--- config.mk ---
export PLATFORM = sky130hd
export DESIGN_NAME = ledic_top
export DESIGN_NICKNAME = d
export VERILOG_FILES = /design/src/logic/ledic_pkg.sv /design/src/logic/ledic_tick.sv /design/src/logic/ledic_channel.sv /design/src/logic/ledic_top.sv
export VERILOG_INCLUDE_DIRS = /design/src /design/src/logic
export SDC_FILE = /design/constraint.sdc
export NUM_CORES = 1
export LEC_CHECK = 0
export BUFFER_PORTS_ARGS = -buffer_cell sky130_fd_sc_hd__buf_2
export CAP_MARGIN = 20
export CORE_MARGIN = 3
export CORE_UTILIZATION = 25
export DETAILED_ROUTE_END_ITERATION = 10
export MAX_ROUTING_LAYER = met4
export SYNTH_ARGS = -nofsm -noshare
export SYNTH_HDL_FRONTEND = slang
export SYNTH_SLANG_ARGS = --single-unit
--- constraint.sdc ---
create_clock -name hclk -period 2.3 [get_ports hclk]
set_clock_uncertainty 0.05 [all_clocks]
set_input_delay 0.46 -clock hclk [delete_from_list [all_inputs] [get_ports hclk]]
set_output_delay 0.46 -clock hclk [all_outputs]
set_load 0.03 [all_outputs]
--- src/logic/ledic_defines.svh ---
// offsets, field positions, reset values and timing counts of the indicator block
`ifndef LEDIC_DEFINES_SVH
`define LEDIC_DEFINES_SVH

`define LEDIC_CFG_OFFSET      8'h14
`define LEDIC_FIRST_MSB       15
`define LEDIC_FIRST_LSB       12
`define LEDIC_SECOND_MSB      11
`define LEDIC_SECOND_LSB      8
`define LEDIC_THIRD_MSB       7
`define LEDIC_THIRD_LSB       4
`define LEDIC_FREQ_MSB        3
`define LEDIC_FREQ_LSB        2
`define LEDIC_STRETCH_BIT     1
`define LEDIC_CFG_RESET       16'h0422
`define LEDIC_CLK_HZ          100000000
`define LEDIC_TICK_MS         1
`define LEDIC_TICK_CYCLES     ((`LEDIC_CLK_HZ / 1000) * `LEDIC_TICK_MS)
`define LEDIC_STRETCH0_MS     30
`define LEDIC_STRETCH1_MS     60
`define LEDIC_STRETCH2_MS     100
`define LEDIC_FAST_HALF_MS    50
`define LEDIC_SLOW_HALF_MS    250

`endif

--- src/logic/ledic_pkg.sv ---
// types of the indicator block
package ledic_pkg;
    typedef enum logic [3:0] {
        LEDIC_SEL_SPEED     = 4'h0,
        LEDIC_SEL_TX        = 4'h1,
        LEDIC_SEL_RX        = 4'h2,
        LEDIC_SEL_COL       = 4'h3,
        LEDIC_SEL_LINK      = 4'h4,
        LEDIC_SEL_DUPLEX    = 4'h5,
        LEDIC_SEL_UNUSED6   = 4'h6,
        LEDIC_SEL_ACT       = 4'h7,
        LEDIC_SEL_ON        = 4'h8,
        LEDIC_SEL_OFF       = 4'h9,
        LEDIC_SEL_FAST      = 4'hA,
        LEDIC_SEL_SLOW      = 4'hB,
        LEDIC_SEL_LINK_RX   = 4'hC,
        LEDIC_SEL_LINK_ACT  = 4'hD,
        LEDIC_SEL_DUP_COL   = 4'hE,
        LEDIC_SEL_UNUSED15  = 4'hF
    } ledic_sel_e;
    typedef logic [6:0] ledic_ms_t;
endpackage

--- src/logic/ledic_tick.sv ---
// millisecond tick and blink enables divided from hclk
`timescale 1ns/100ps
`include "ledic_defines.svh"
module ledic_tick (
    input  wire logic hclk,
    input  wire logic hresetn,
    output logic      ms_tick,
    output logic      fast_blink,
    output logic      slow_blink
);
    localparam int TICK_N = `LEDIC_TICK_CYCLES;
    logic [16:0] div_cnt;
    logic [8:0]  fast_cnt;
    logic [8:0]  slow_cnt;

    always_ff @(posedge hclk or negedge hresetn) begin
        if (!hresetn) begin
            div_cnt <= 17'h00000;
            ms_tick <= 1'b0;
        end else if (div_cnt == 17'(TICK_N - 1)) begin
            div_cnt <= 17'h00000;
            ms_tick <= 1'b1;
        end else begin
            div_cnt <= div_cnt + 17'h00001;
            ms_tick <= 1'b0;
        end
    end

    // fast and slow test blink square waves
    always_ff @(posedge hclk or negedge hresetn) begin
        if (!hresetn) begin
            fast_cnt   <= 9'h000;
            slow_cnt   <= 9'h000;
            fast_blink <= 1'b0;
            slow_blink <= 1'b0;
        end else if (ms_tick) begin
            if (fast_cnt == 9'(`LEDIC_FAST_HALF_MS - 1)) begin
                fast_cnt   <= 9'h000;
                fast_blink <= ~fast_blink;
            end else begin
                fast_cnt <= fast_cnt + 9'h001;
            end
            if (slow_cnt == 9'(`LEDIC_SLOW_HALF_MS - 1)) begin
                slow_cnt   <= 9'h000;
                slow_blink <= ~slow_blink;
            end else begin
                slow_cnt <= slow_cnt + 9'h001;
            end
        end
    end
endmodule

--- src/logic/ledic_channel.sv ---
// one indicator channel: source select, stretch and combined display
`timescale 1ns/100ps
`include "ledic_defines.svh"
module ledic_channel (
    input  wire logic       hclk,
    input  wire logic       hresetn,
    input  wire logic [3:0] sel,
    input  wire logic       stretch_en,
    input  wire logic [6:0] stretch_ms,
    input  wire logic       ms_tick,
    input  wire logic       fast_blink,
    input  wire logic       slow_blink,
    input  wire logic       speed_100,
    input  wire logic       tx_event,
    input  wire logic       rx_event,
    input  wire logic       col_event,
    input  wire logic       link_up,
    input  wire logic       full_duplex,
    output logic            led_on
);
    logic       event_in;
    logic       combined;
    logic       primary;
    logic [6:0] stretch_cnt;
    logic       stretched;
    logic       blink_phase;
    logic       next_led;

    always_comb begin
        event_in = 1'b0;
        primary  = 1'b0;
        combined = 1'b0;
        unique case (ledic_pkg::ledic_sel_e'(sel))
            ledic_pkg::LEDIC_SEL_TX:       event_in = tx_event;
            ledic_pkg::LEDIC_SEL_RX:       event_in = rx_event;
            ledic_pkg::LEDIC_SEL_COL:      event_in = col_event;
            ledic_pkg::LEDIC_SEL_ACT:      event_in = tx_event | rx_event;
            ledic_pkg::LEDIC_SEL_LINK_RX: begin
                event_in = rx_event;
                primary  = link_up;
                combined = 1'b1;
            end
            ledic_pkg::LEDIC_SEL_LINK_ACT: begin
                event_in = tx_event | rx_event;
                primary  = link_up;
                combined = 1'b1;
            end
            ledic_pkg::LEDIC_SEL_DUP_COL: begin
                event_in = col_event;
                primary  = full_duplex;
                combined = 1'b1;
            end
            default: event_in = 1'b0;
        endcase
    end

    // each new event restarts the timer; combined modes ignore the enable
    // events seen while stretching is off leave no residue for a later enable
    always_ff @(posedge hclk or negedge hresetn) begin
        if (!hresetn) begin
            stretch_cnt <= 7'h00;
        end else if (event_in && (stretch_en || combined)) begin
            stretch_cnt <= stretch_ms;
        end else if (ms_tick && stretch_cnt != 7'h00) begin
            stretch_cnt <= stretch_cnt - 7'h01;
        end
    end
    assign stretched = event_in | (stretch_cnt != 7'h00);

    // blink phase toggles once per ms while a secondary event is stretched
    always_ff @(posedge hclk or negedge hresetn) begin
        if (!hresetn) begin
            blink_phase <= 1'b0;
        end else if (!stretched) begin
            blink_phase <= 1'b0;
        end else if (ms_tick) begin
            blink_phase <= ~blink_phase;
        end
    end

    always_comb begin
        next_led = 1'b0;
        unique case (ledic_pkg::ledic_sel_e'(sel))
            ledic_pkg::LEDIC_SEL_SPEED:  next_led = speed_100;
            ledic_pkg::LEDIC_SEL_LINK:   next_led = link_up;
            ledic_pkg::LEDIC_SEL_DUPLEX: next_led = full_duplex;
            ledic_pkg::LEDIC_SEL_TX,
            ledic_pkg::LEDIC_SEL_RX,
            ledic_pkg::LEDIC_SEL_COL,
            ledic_pkg::LEDIC_SEL_ACT:    next_led = stretch_en ? stretched : event_in;
            ledic_pkg::LEDIC_SEL_ON:     next_led = 1'b1;
            ledic_pkg::LEDIC_SEL_OFF:    next_led = 1'b0;
            ledic_pkg::LEDIC_SEL_FAST:   next_led = fast_blink;
            ledic_pkg::LEDIC_SEL_SLOW:   next_led = slow_blink;
            ledic_pkg::LEDIC_SEL_LINK_RX,
            ledic_pkg::LEDIC_SEL_LINK_ACT,
            ledic_pkg::LEDIC_SEL_DUP_COL: next_led = primary ^ (stretched & blink_phase);
            // unused codes keep the lamp dark
            default:                     next_led = 1'b0;
        endcase
    end

    always_ff @(posedge hclk or negedge hresetn) begin
        if (!hresetn) begin
            led_on <= 1'b0;
        end else begin
            led_on <= next_led;
        end
    end
endmodule

--- src/logic/ledic_top.sv ---
// indicator control top: AHB-Lite register slave and three indicator channels
// Operation
// - third select field bits 7:4, display codes
// - third select resets to receive display
// - codes 8-B: on, off, fast, slow blink
// - codes 6 and F unused, no display
// - codes C, D, E combined displays
// - link steady on, events toggle lamp
// - full duplex steady on, collisions toggle
// - stretch field bits 3:2, 30/60/100 ms
// - bit 1 global stretch enable, resets 1
// - combined modes always stretch events
// - first select bits 15:12, resets speed
// - second select bits 11:8, resets link
`timescale 1ns/100ps
`include "ledic_defines.svh"
module ledic_top (
    input  wire logic        hclk,
    input  wire logic        hresetn,
    input  wire logic        hsel,
    input  wire logic [7:0]  haddr,
    input  wire logic [1:0]  htrans,
    input  wire logic        hwrite,
    input  wire logic [2:0]  hsize,
    input  wire logic [31:0] hwdata,
    input  wire logic        hready,
    output logic [31:0]      hrdata,
    output logic             hreadyout,
    output logic             hresp,
    input  wire logic        speed_100,
    input  wire logic        tx_event,
    input  wire logic        rx_event,
    input  wire logic        col_event,
    input  wire logic        link_up,
    input  wire logic        full_duplex,
    output logic [2:0]       led_on
);
    logic [15:0] cfg;
    logic        wr_pend;
    logic        addr_hit;
    logic        ms_tick;
    logic        fast_blink;
    logic        slow_blink;
    logic [6:0]  stretch_ms;
    logic [2:0]  chan_led;
    logic [3:0]  sel [3];

    function automatic logic [6:0] interval_ms(input logic [1:0] code);
        unique case (code)
            2'b00:   interval_ms = 7'(`LEDIC_STRETCH0_MS);
            2'b01:   interval_ms = 7'(`LEDIC_STRETCH1_MS);
            2'b10:   interval_ms = 7'(`LEDIC_STRETCH2_MS);
            // reserved code: fall back to the shortest interval
            default: interval_ms = 7'(`LEDIC_STRETCH0_MS);
        endcase
    endfunction

    wire logic take = hsel & hready & htrans[1];
    assign addr_hit = (haddr == `LEDIC_CFG_OFFSET);

    // zero-wait slave; the write lands at the end of its data phase
    always_ff @(posedge hclk or negedge hresetn) begin
        if (!hresetn) begin
            wr_pend <= 1'b0;
        end else if (hready) begin
            wr_pend <= take & hwrite & addr_hit;
        end
    end

    always_ff @(posedge hclk or negedge hresetn) begin
        if (!hresetn) begin
            cfg <= `LEDIC_CFG_RESET;
        end else if (wr_pend) begin
            cfg <= {hwdata[15:1], 1'b0};
        end
    end

    always_ff @(posedge hclk or negedge hresetn) begin
        if (!hresetn) begin
            hrdata <= 32'h00000000;
        end else if (take && !hwrite && addr_hit) begin
            hrdata <= {16'h0000, cfg};
        end else if (take) begin
            hrdata <= 32'h00000000;
        end
    end

    always_ff @(posedge hclk or negedge hresetn) begin
        if (!hresetn) begin
            hreadyout <= 1'b0;
            hresp     <= 1'b0;
        end else begin
            hreadyout <= 1'b1;
            hresp     <= 1'b0;
        end
    end

    assign stretch_ms = interval_ms(cfg[`LEDIC_FREQ_MSB:`LEDIC_FREQ_LSB]);
    assign sel[0] = cfg[`LEDIC_FIRST_MSB:`LEDIC_FIRST_LSB];
    assign sel[1] = cfg[`LEDIC_SECOND_MSB:`LEDIC_SECOND_LSB];
    assign sel[2] = cfg[`LEDIC_THIRD_MSB:`LEDIC_THIRD_LSB];

    ledic_tick u_tick (
        .hclk       (hclk),
        .hresetn    (hresetn),
        .ms_tick    (ms_tick),
        .fast_blink (fast_blink),
        .slow_blink (slow_blink)
    );

    for (genvar i = 0; i < 3; i++) begin : g_chan
        ledic_channel u_chan (
            .hclk        (hclk),
            .hresetn     (hresetn),
            .sel         (sel[i]),
            .stretch_en  (cfg[`LEDIC_STRETCH_BIT]),
            .stretch_ms  (stretch_ms),
            .ms_tick     (ms_tick),
            .fast_blink  (fast_blink),
            .slow_blink  (slow_blink),
            .speed_100   (speed_100),
            .tx_event    (tx_event),
            .rx_event    (rx_event),
            .col_event   (col_event),
            .link_up     (link_up),
            .full_duplex (full_duplex),
            .led_on      (chan_led[i])
        );
    end

    // channels already register their lamp; one more stage keeps the top outputs flopped
    always_ff @(posedge hclk or negedge hresetn) begin
        if (!hresetn) begin
            led_on <= 3'b000;
        end else begin
            led_on <= chan_led;
        end
    end
endmodule

-- Yosys cells after proc, flatten, opt, wreduce, memory -nomap -nowiden
Index checks and enable logic that the tools add are counted.
- register bits: 117
- bits of input ports: 56
- output and inout bits: 37
- word-level logic and storage cells: 166
- add/subtract/negate cells: 6
- equality and inequality tests: 45
- muxes and demuxes: 34
- bitwise gates (word level): 19
- reductions and logical operators: 42
- operators with widths (kind ; count):
    $eq A4 B4 Y1 const B ; 18
    $mux W32 ; 2
    $mux W7 ; 6
    $eq A4 B3 Y1 const B ; 9
    $eq A4 B2 Y1 const B ; 6
    $pmux W1 S8 ; 3
    $reduce_or A2 Y1 ; 12
    $reduce_bool A7 Y1 ; 3
    $sub A7 B1 Y7 const B ; 3
    $add A9 B1 Y9 const B ; 2
    $mux W9 ; 2
    $add A17 B1 Y17 const B ; 1
    $eq A17 B17 Y1 const B ; 1
    $mux W17 ; 1
    $pmux W7 S2 ; 1
    $mux W1 ; 13
    $eq A4 B1 Y1 const B ; 3
    $logic_not A4 Y1 ; 3
    $pmux W1 S4 ; 3
    $reduce_or A4 Y1 ; 3
    $eq A9 B6 Y1 const B ; 1
    $eq A9 B8 Y1 const B ; 1
    $reduce_or A3 Y1 ; 3
    $eq A8 B5 Y1 const B ; 1
    other kinds (13) ; 45

-- Depth between registers and ports, before layout
- depth after elaboration: 7
- gate-level depth with buffers: 8
- gate-level depth less buffers: 7

-- By module
Synthesis repeated with hierarchy kept, for this count alone.
- cell total of the unflattened synthesis: 548
- area total of the unflattened synthesis: 5779.3 sq um
- modules (own cells, without submodules) (module ; times used ; cells each ; area an instance (sq um) ; sequential area each (sq um)):
    ledic_channel ; 3 ; 88 ; 805.8 ; 225.2
    ledic_tick ; 1 ; 164 ; 1814.2 ; 950.9
    ledic_top ; 1 ; 120 ; 1547.7 ; 879.6

-- Worst setup path after synthesis
No wires, ideal clock.
- path type: register to register
- from: reg g_chan[1].u_chan.stretch_cnt[3]
- to: reg g_chan[1].u_chan.stretch_cnt[6]
- library setup time: 0.125 ns
- arrival: 1.894 ns
- required time: 2.125 ns
- path slack: 0.231 ns
- stages on the path, launching flop included: 7
- path buffers: 0
- clock period less this slack: 2.069 ns
- path through: dfrtp_1 -> or4_1 -> or3b_4 -> nand4_2 -> nor3_1 -> xor2_1 -> mux2_2
- longest elaborated chain between the ends: 3
- elaborated cells between the ends (all ways): 6
- those cells by class: add/sub (1); mux (2); reduce/logical (3)
- ends and longest elaborated chain (element ; line ; text):
    from (decl) ; ledic_channel.sv:24 ; logic [6:0] stretch_cnt;
    from (signal assigned) ; ledic_channel.sv:63 ; stretch_cnt <= stretch_ms;
    from (signal assigned) ; ledic_channel.sv:65 ; stretch_cnt <= stretch_cnt - 7'h01;
    $sub A7 B1 Y7 / $reduce_bool A7 Y1 (equally long branches) ; ledic_channel.sv:65, ledic_channel.sv:64 ;
    $mux W7 / $logic_and A1 B1 Y1 (equally long branches) ; ledic_channel.sv:64 ; end else if (ms_tick && stretch_cnt != 7'h00) begin
    $mux W7 / $reduce_bool A2 Y1 (equally long branches) ; -- ;
Several ways; a longest one is shown, not always the timed one. The select of a mux whose other input is x is not followed.
A chain may end at the register's enable or synchronous reset.

-- Worst setup path in the final report
Same ends and word-level chain as after synthesis.

==> results.md <==
- Summed over all instances, the cell type with the most area after synthesis is sky130_fd_sc_hd__dfrtp_1.
- Buffers inserted during clock tree synthesis total 9.
- The area share of and/or/nand/nor cells after synthesis is approximately 18%.
- The final critical path takes up between 90% and 100% of the cycle.
- The number of maximum-capacitance constraint violations is 0.
- The buffer type at the clock tree root is sky130_fd_sc_hd__clkbuf_16.
- The cell type group with the largest total delay on the critical path is simple AND/OR/NAND/NOR gates.
- Data on the critical path is required at its endpoint by roughly 2.5 ns.
- The sum of buffers and inverters on the critical path is 0.
- The mean area per synthesized cell is ~10 um2.
- sky130_fd_sc_hd__dfrtp_1 is the most common cell in the netlist.
- After synthesis, the most frequently instantiated cells are sky130_fd_sc_hd__dfrtp_1 (97), sky130_fd_sc_hd__nand2_1 (47), sky130_fd_sc_hd__nor2_1 (38).
- The sum of overflow across all layers after global routing is 0.
- Walking the worst path, the cells encountered are or4_1, or3b_4, nand4_2, nor3_1, xor2_1, mux2_2.
- For this design, the CTS-stage hold fixing added 0 buffers.
- The final-stage net count is roughly 660.
- Of the post-synthesis cell area, the part taken by muxes is slightly above 6%.
- The count of endpoints failing setup in the final report is 0.
- The DRC violations left is 0.
- The clock latency on the worst-skew pair is between 0.3 and 0.4 ns.
- The flow ran to the end, and the final reports show no timing, DRC or antenna violations.
- Sequential cells were found to cover between 40 and 50% of the synthesized design area.
- The netlist uses 57 different library cells.
- The congestion estimate from routability-driven global placement came to a little under 0.8.
- The area fraction in compound gates after synthesis is between 10 and 15%.
- The total chip power is approximately 3.5 mW.
- The first global-routing pass estimated ~18000 um of wire.
- The flip-flop and latch count after synthesis is 100.
- The number of global-route vias before repair came to 3689.
- The cell count after synthesis came out at about 530.
- Dividing total power by cell area gives a power density of around 570 nW/um2.
- The post-detailed-route count of antenna-violating nets is 0.
- The die area is around 23000 um2.
- The setup TNS after final layout is 0 ns.
- Of all flip-flops after synthesis, the portion carrying an async set or reset was between 90% and 100%.
- The area of the core is ~20000 um2.
- The fraction of post-synthesis cell area in the top cell type by area is a little under half.
- Entering global routing, the biggest net connects 47 pins.
- At the end of the flow the core is filled with cells to slightly above 30%.
- The highest achievable clock rate is 469 MHz.
- The most used flip-flop cell after synthesis is sky130_fd_sc_hd__dfrtp_1.
- The startpoint-to-endpoint class of the critical path is reg -> reg.
- The final standard cell count with taps included and fillers excluded is between 800 and 900.
- The final count of pins violating max slew is 0.
- The initialized floorplan defines 52 standard-cell rows.
- The number of port buffers is 53.
- For this design, the slowest cell found on the critical path is sky130_fd_sc_hd__or4_1.
- The total instance count after detailed placement is 851.
- Counting every sink on the clock net gives 100.
- In this run the worst hold path is classified as in -> async.
- Setup repair after global routing left no endpoint under its margin.
- The worst slew margin relative to its limit is between 50% and 60%.
- The HPWL after detailed placement is around 7600 um.
- For the pin with the worst max-slew slack, the measured transition is a little under 0.7 ns.
- The synthesized design contains 0 enable-type register cells.
- For this block, the initial DRC count from the detailed router was slightly above 200.
- The synthesized-area fraction occupied by adder cells is under 10%.
- CTS built an H-tree with a depth of 3.
- Before antenna repair, the detailed router went through 4 iterations.
- The layout overhead on the synthesized area is 16.8%.
- After clock tree synthesis, the clock-pin slew on the worst setup and hold paths is around 0.070 ns.
- The number of buffers between clock root and the deepest sink is 2.
- The total via count after detailed routing is about 4000.
- The wire length reported by the detailed router is approximately 11000 um.
- The horizontal die dimension is 152 um.
- The endpoint kind of the worst setup timing path is a flop.
- The largest single stage delay on the critical path is ~0.55 ns.
- The worst endpoint data arrival time is between 2 and 2.5 ns.
- Summing every instance area after synthesis gives 5310 um2.
- 0 antenna diodes ended up in the layout.
- The kind of launch point of the worst setup path is a flop.
- Across the VDD grid, the largest voltage drop is about 0.36 mV.
- The final worst hold slack is ~0.068 ns.
- The die is around 150 um tall.
- TritonCTS built the clock tree.
- The routed length per placed instance is 12.3 um.
- The number of top-level design ports is slightly above 90.
- The smallest clock period supported by the final layout is computed as 2.13 ns.
- In the final layout, the share of cells above drive strength 1 is a little under 20%.
- The number of antenna violations at the first check in global routing is 0.
- Ranked by total cell area, the synthesized netlist is headed by sky130_fd_sc_hd__dfrtp_1 (46%), sky130_fd_sc_hd__xnor2_1 (4.8%), sky130_fd_sc_hd__nand2_1 (3.3%), sky130_fd_sc_hd__mux2i_1 (3.2%), sky130_fd_sc_hd__ha_1 (3.1%).
- The largest family of logic cells by synthesized area is simple AND/OR/NAND/NOR gates.
- The initial core utilization is 25.8%.
- Along the worst path, the maximum fanout reaches 4.
- After detailed routing, the number of vias per cell comes to roughly 4.5.
- The final hold violation count was 0.
- In the global route stage, overall resource usage came out at between 10% and 20%.
- The synthesized netlist devotes under 10% of its cell area to XOR and XNOR gates.
- Summed over all cells, the static leakage comes to 2.75 nW.
- Yosys printed 0 warnings.
power by group:
group          total, mW  internal [mW]  switching [mW]  leakage [nW]
registers           1.82           1.79          0.0308          1.25
logic              0.255         0.0920           0.163          1.37
clock network       1.46          0.833           0.627         0.129
per-layer routing:
layer / GRT usage (%) / wire length [um] / vias to the layer above
met1: 12.6 / 5170 / 1865
met2: 15.5 / 4700 / 82
met4: 4.18 / 170 / 0
met5: - / 0 / -
li1: - / - / 1956
met3: 2.29 / 590 / 16
worst reg2reg max path, delay by kind of cell (launching register included):
family                    cells  cell delay [ns]
muxes                         1             0.26
DFF                           1             0.41
and+or+nand+nor               4             1.19
xor gates and xnor gates      1             0.13
registers in the layout, summed over array words and instances (netlist names), 3 cells and up:
signal / cells
led_on: 3
u_tick.fast_cnt: 9
g_chan.u_chan.stretch_cnt: 21
g_chan.u_chan.blink_phase: 3
u_tick.slow_cnt: 9
g_chan.u_chan.led_on: 3
u_tick.div_cnt: 17
cfg: 15
hrdata: 15
final timing paths:
| check | startpoint | end | slack [ns] | cells after the start |
|---|---|---|---|---|
| worst max-delay path | g_chan[1].u_chan.stretch_cnt[3]$_DFFE_PN0P_ | g_chan[1].u_chan.stretch_cnt[6]$_DFFE_PN0P_ | 0.17 | 6 |
| worst min-delay path | hresetn | hrdata[9]$_DFFE_PN0P_ | 0.07 | 1 |
| worst max register to register | g_chan[1].u_chan.stretch_cnt[3]$_DFFE_PN0P_ | g_chan[1].u_chan.stretch_cnt[6]$_DFFE_PN0P_ | 0.17 | 6 |
| worst min register to register | g_chan[1].u_chan.led_on$_DFF_PN0_ | led_on[1]$_DFF_PN0_ | 0.30 | 0 |
| max in group asynchronous | hresetn | g_chan[2].u_chan.stretch_cnt[1]$_DFFE_PN0P_ | 1.51 | 2 |
| min in group hclk | hwdata[8] | cfg[8]$_DFFE_PN0P_ | 0.28 | 3 |
cell usage in the layout, fill, tap and decap left out, drive strengths merged, types with 2 or more instances in the layout:
| cell type | netlist | routed |
|---|---|---|
| dfrtp | 97 | 97 |
| buf | 26 | 75 |
| nand2 | 47 | 47 |
| nor2 | 39 | 39 |
| o21ai | 29 | 29 |
| xnor2 | 29 | 29 |
| nand3 | 20 | 20 |
| inv | 19 | 19 |
| conb | 2 | 19 |
| xor2 | 18 | 18 |
| mux2i | 17 | 17 |
| a22o | 16 | 16 |
| mux2 | 14 | 14 |
| a21oi | 13 | 13 |
| ha | 13 | 13 |
| nor3 | 12 | 12 |
| clkbuf | 17 | 12 |
| and3 | 10 | 10 |
| nand4 | 9 | 9 |
| nor4 | 8 | 8 |
| nand2b | 7 | 7 |
| o22ai | 7 | 7 |
| a31oi | 7 | 7 |
| a21o | 6 | 6 |
| nand3b | 6 | 6 |
| nor4b | 5 | 5 |
| or3 | 4 | 4 |
| nor3b | 3 | 3 |
| a221oi | 3 | 3 |
| dfstp | 3 | 3 |
| a2bb2oi | 2 | 2 |
| o211ai | 2 | 2 |
| o21a | 2 | 2 |
| or4 | 2 | 2 |
| or4b | 2 | 2 |
| or3b | 2 | 2 |
area by class of cell:
type / instances / area (um2)
fill: 2175 / 14400
multi-input combinational: 387 / 2570
sequential: 100 / 2510
tap: 270 / 338
clock buffer: 12 / 236
clock inverter: 2 / 37.5
timing repair buffer: 75 / 445
inverter: 19 / 71.3
through the flow:
step | cell area, um2 | setup WS, ns
3_3_place_gp | 5920 | 0.168
6_report | 6200 | 0.167
3_5_place_dp | 5920 | 0.168
4_1_cts | 6200 | 0.155
2_1_floorplan | 5380 | 0.231
5_1_grt | 6200 | 0.0666
logic make-up after synthesis:
logic type,after synthesis
and+or+nand+nor,179
xor gates and xnor gates,47
DFF,100
buffers and inverters,62
adders and majority gates,13
AOI/OAI and AO/OA,98
other,2
muxes,31
what timing repair did:
item	CTS	global route
hold endpoints to repair	0	0
setup buffers	0	0
endpoints found under the setup margin	0	1
resized for setup	0	1
No activity file was read; power rests on OpenSTA's default activity.
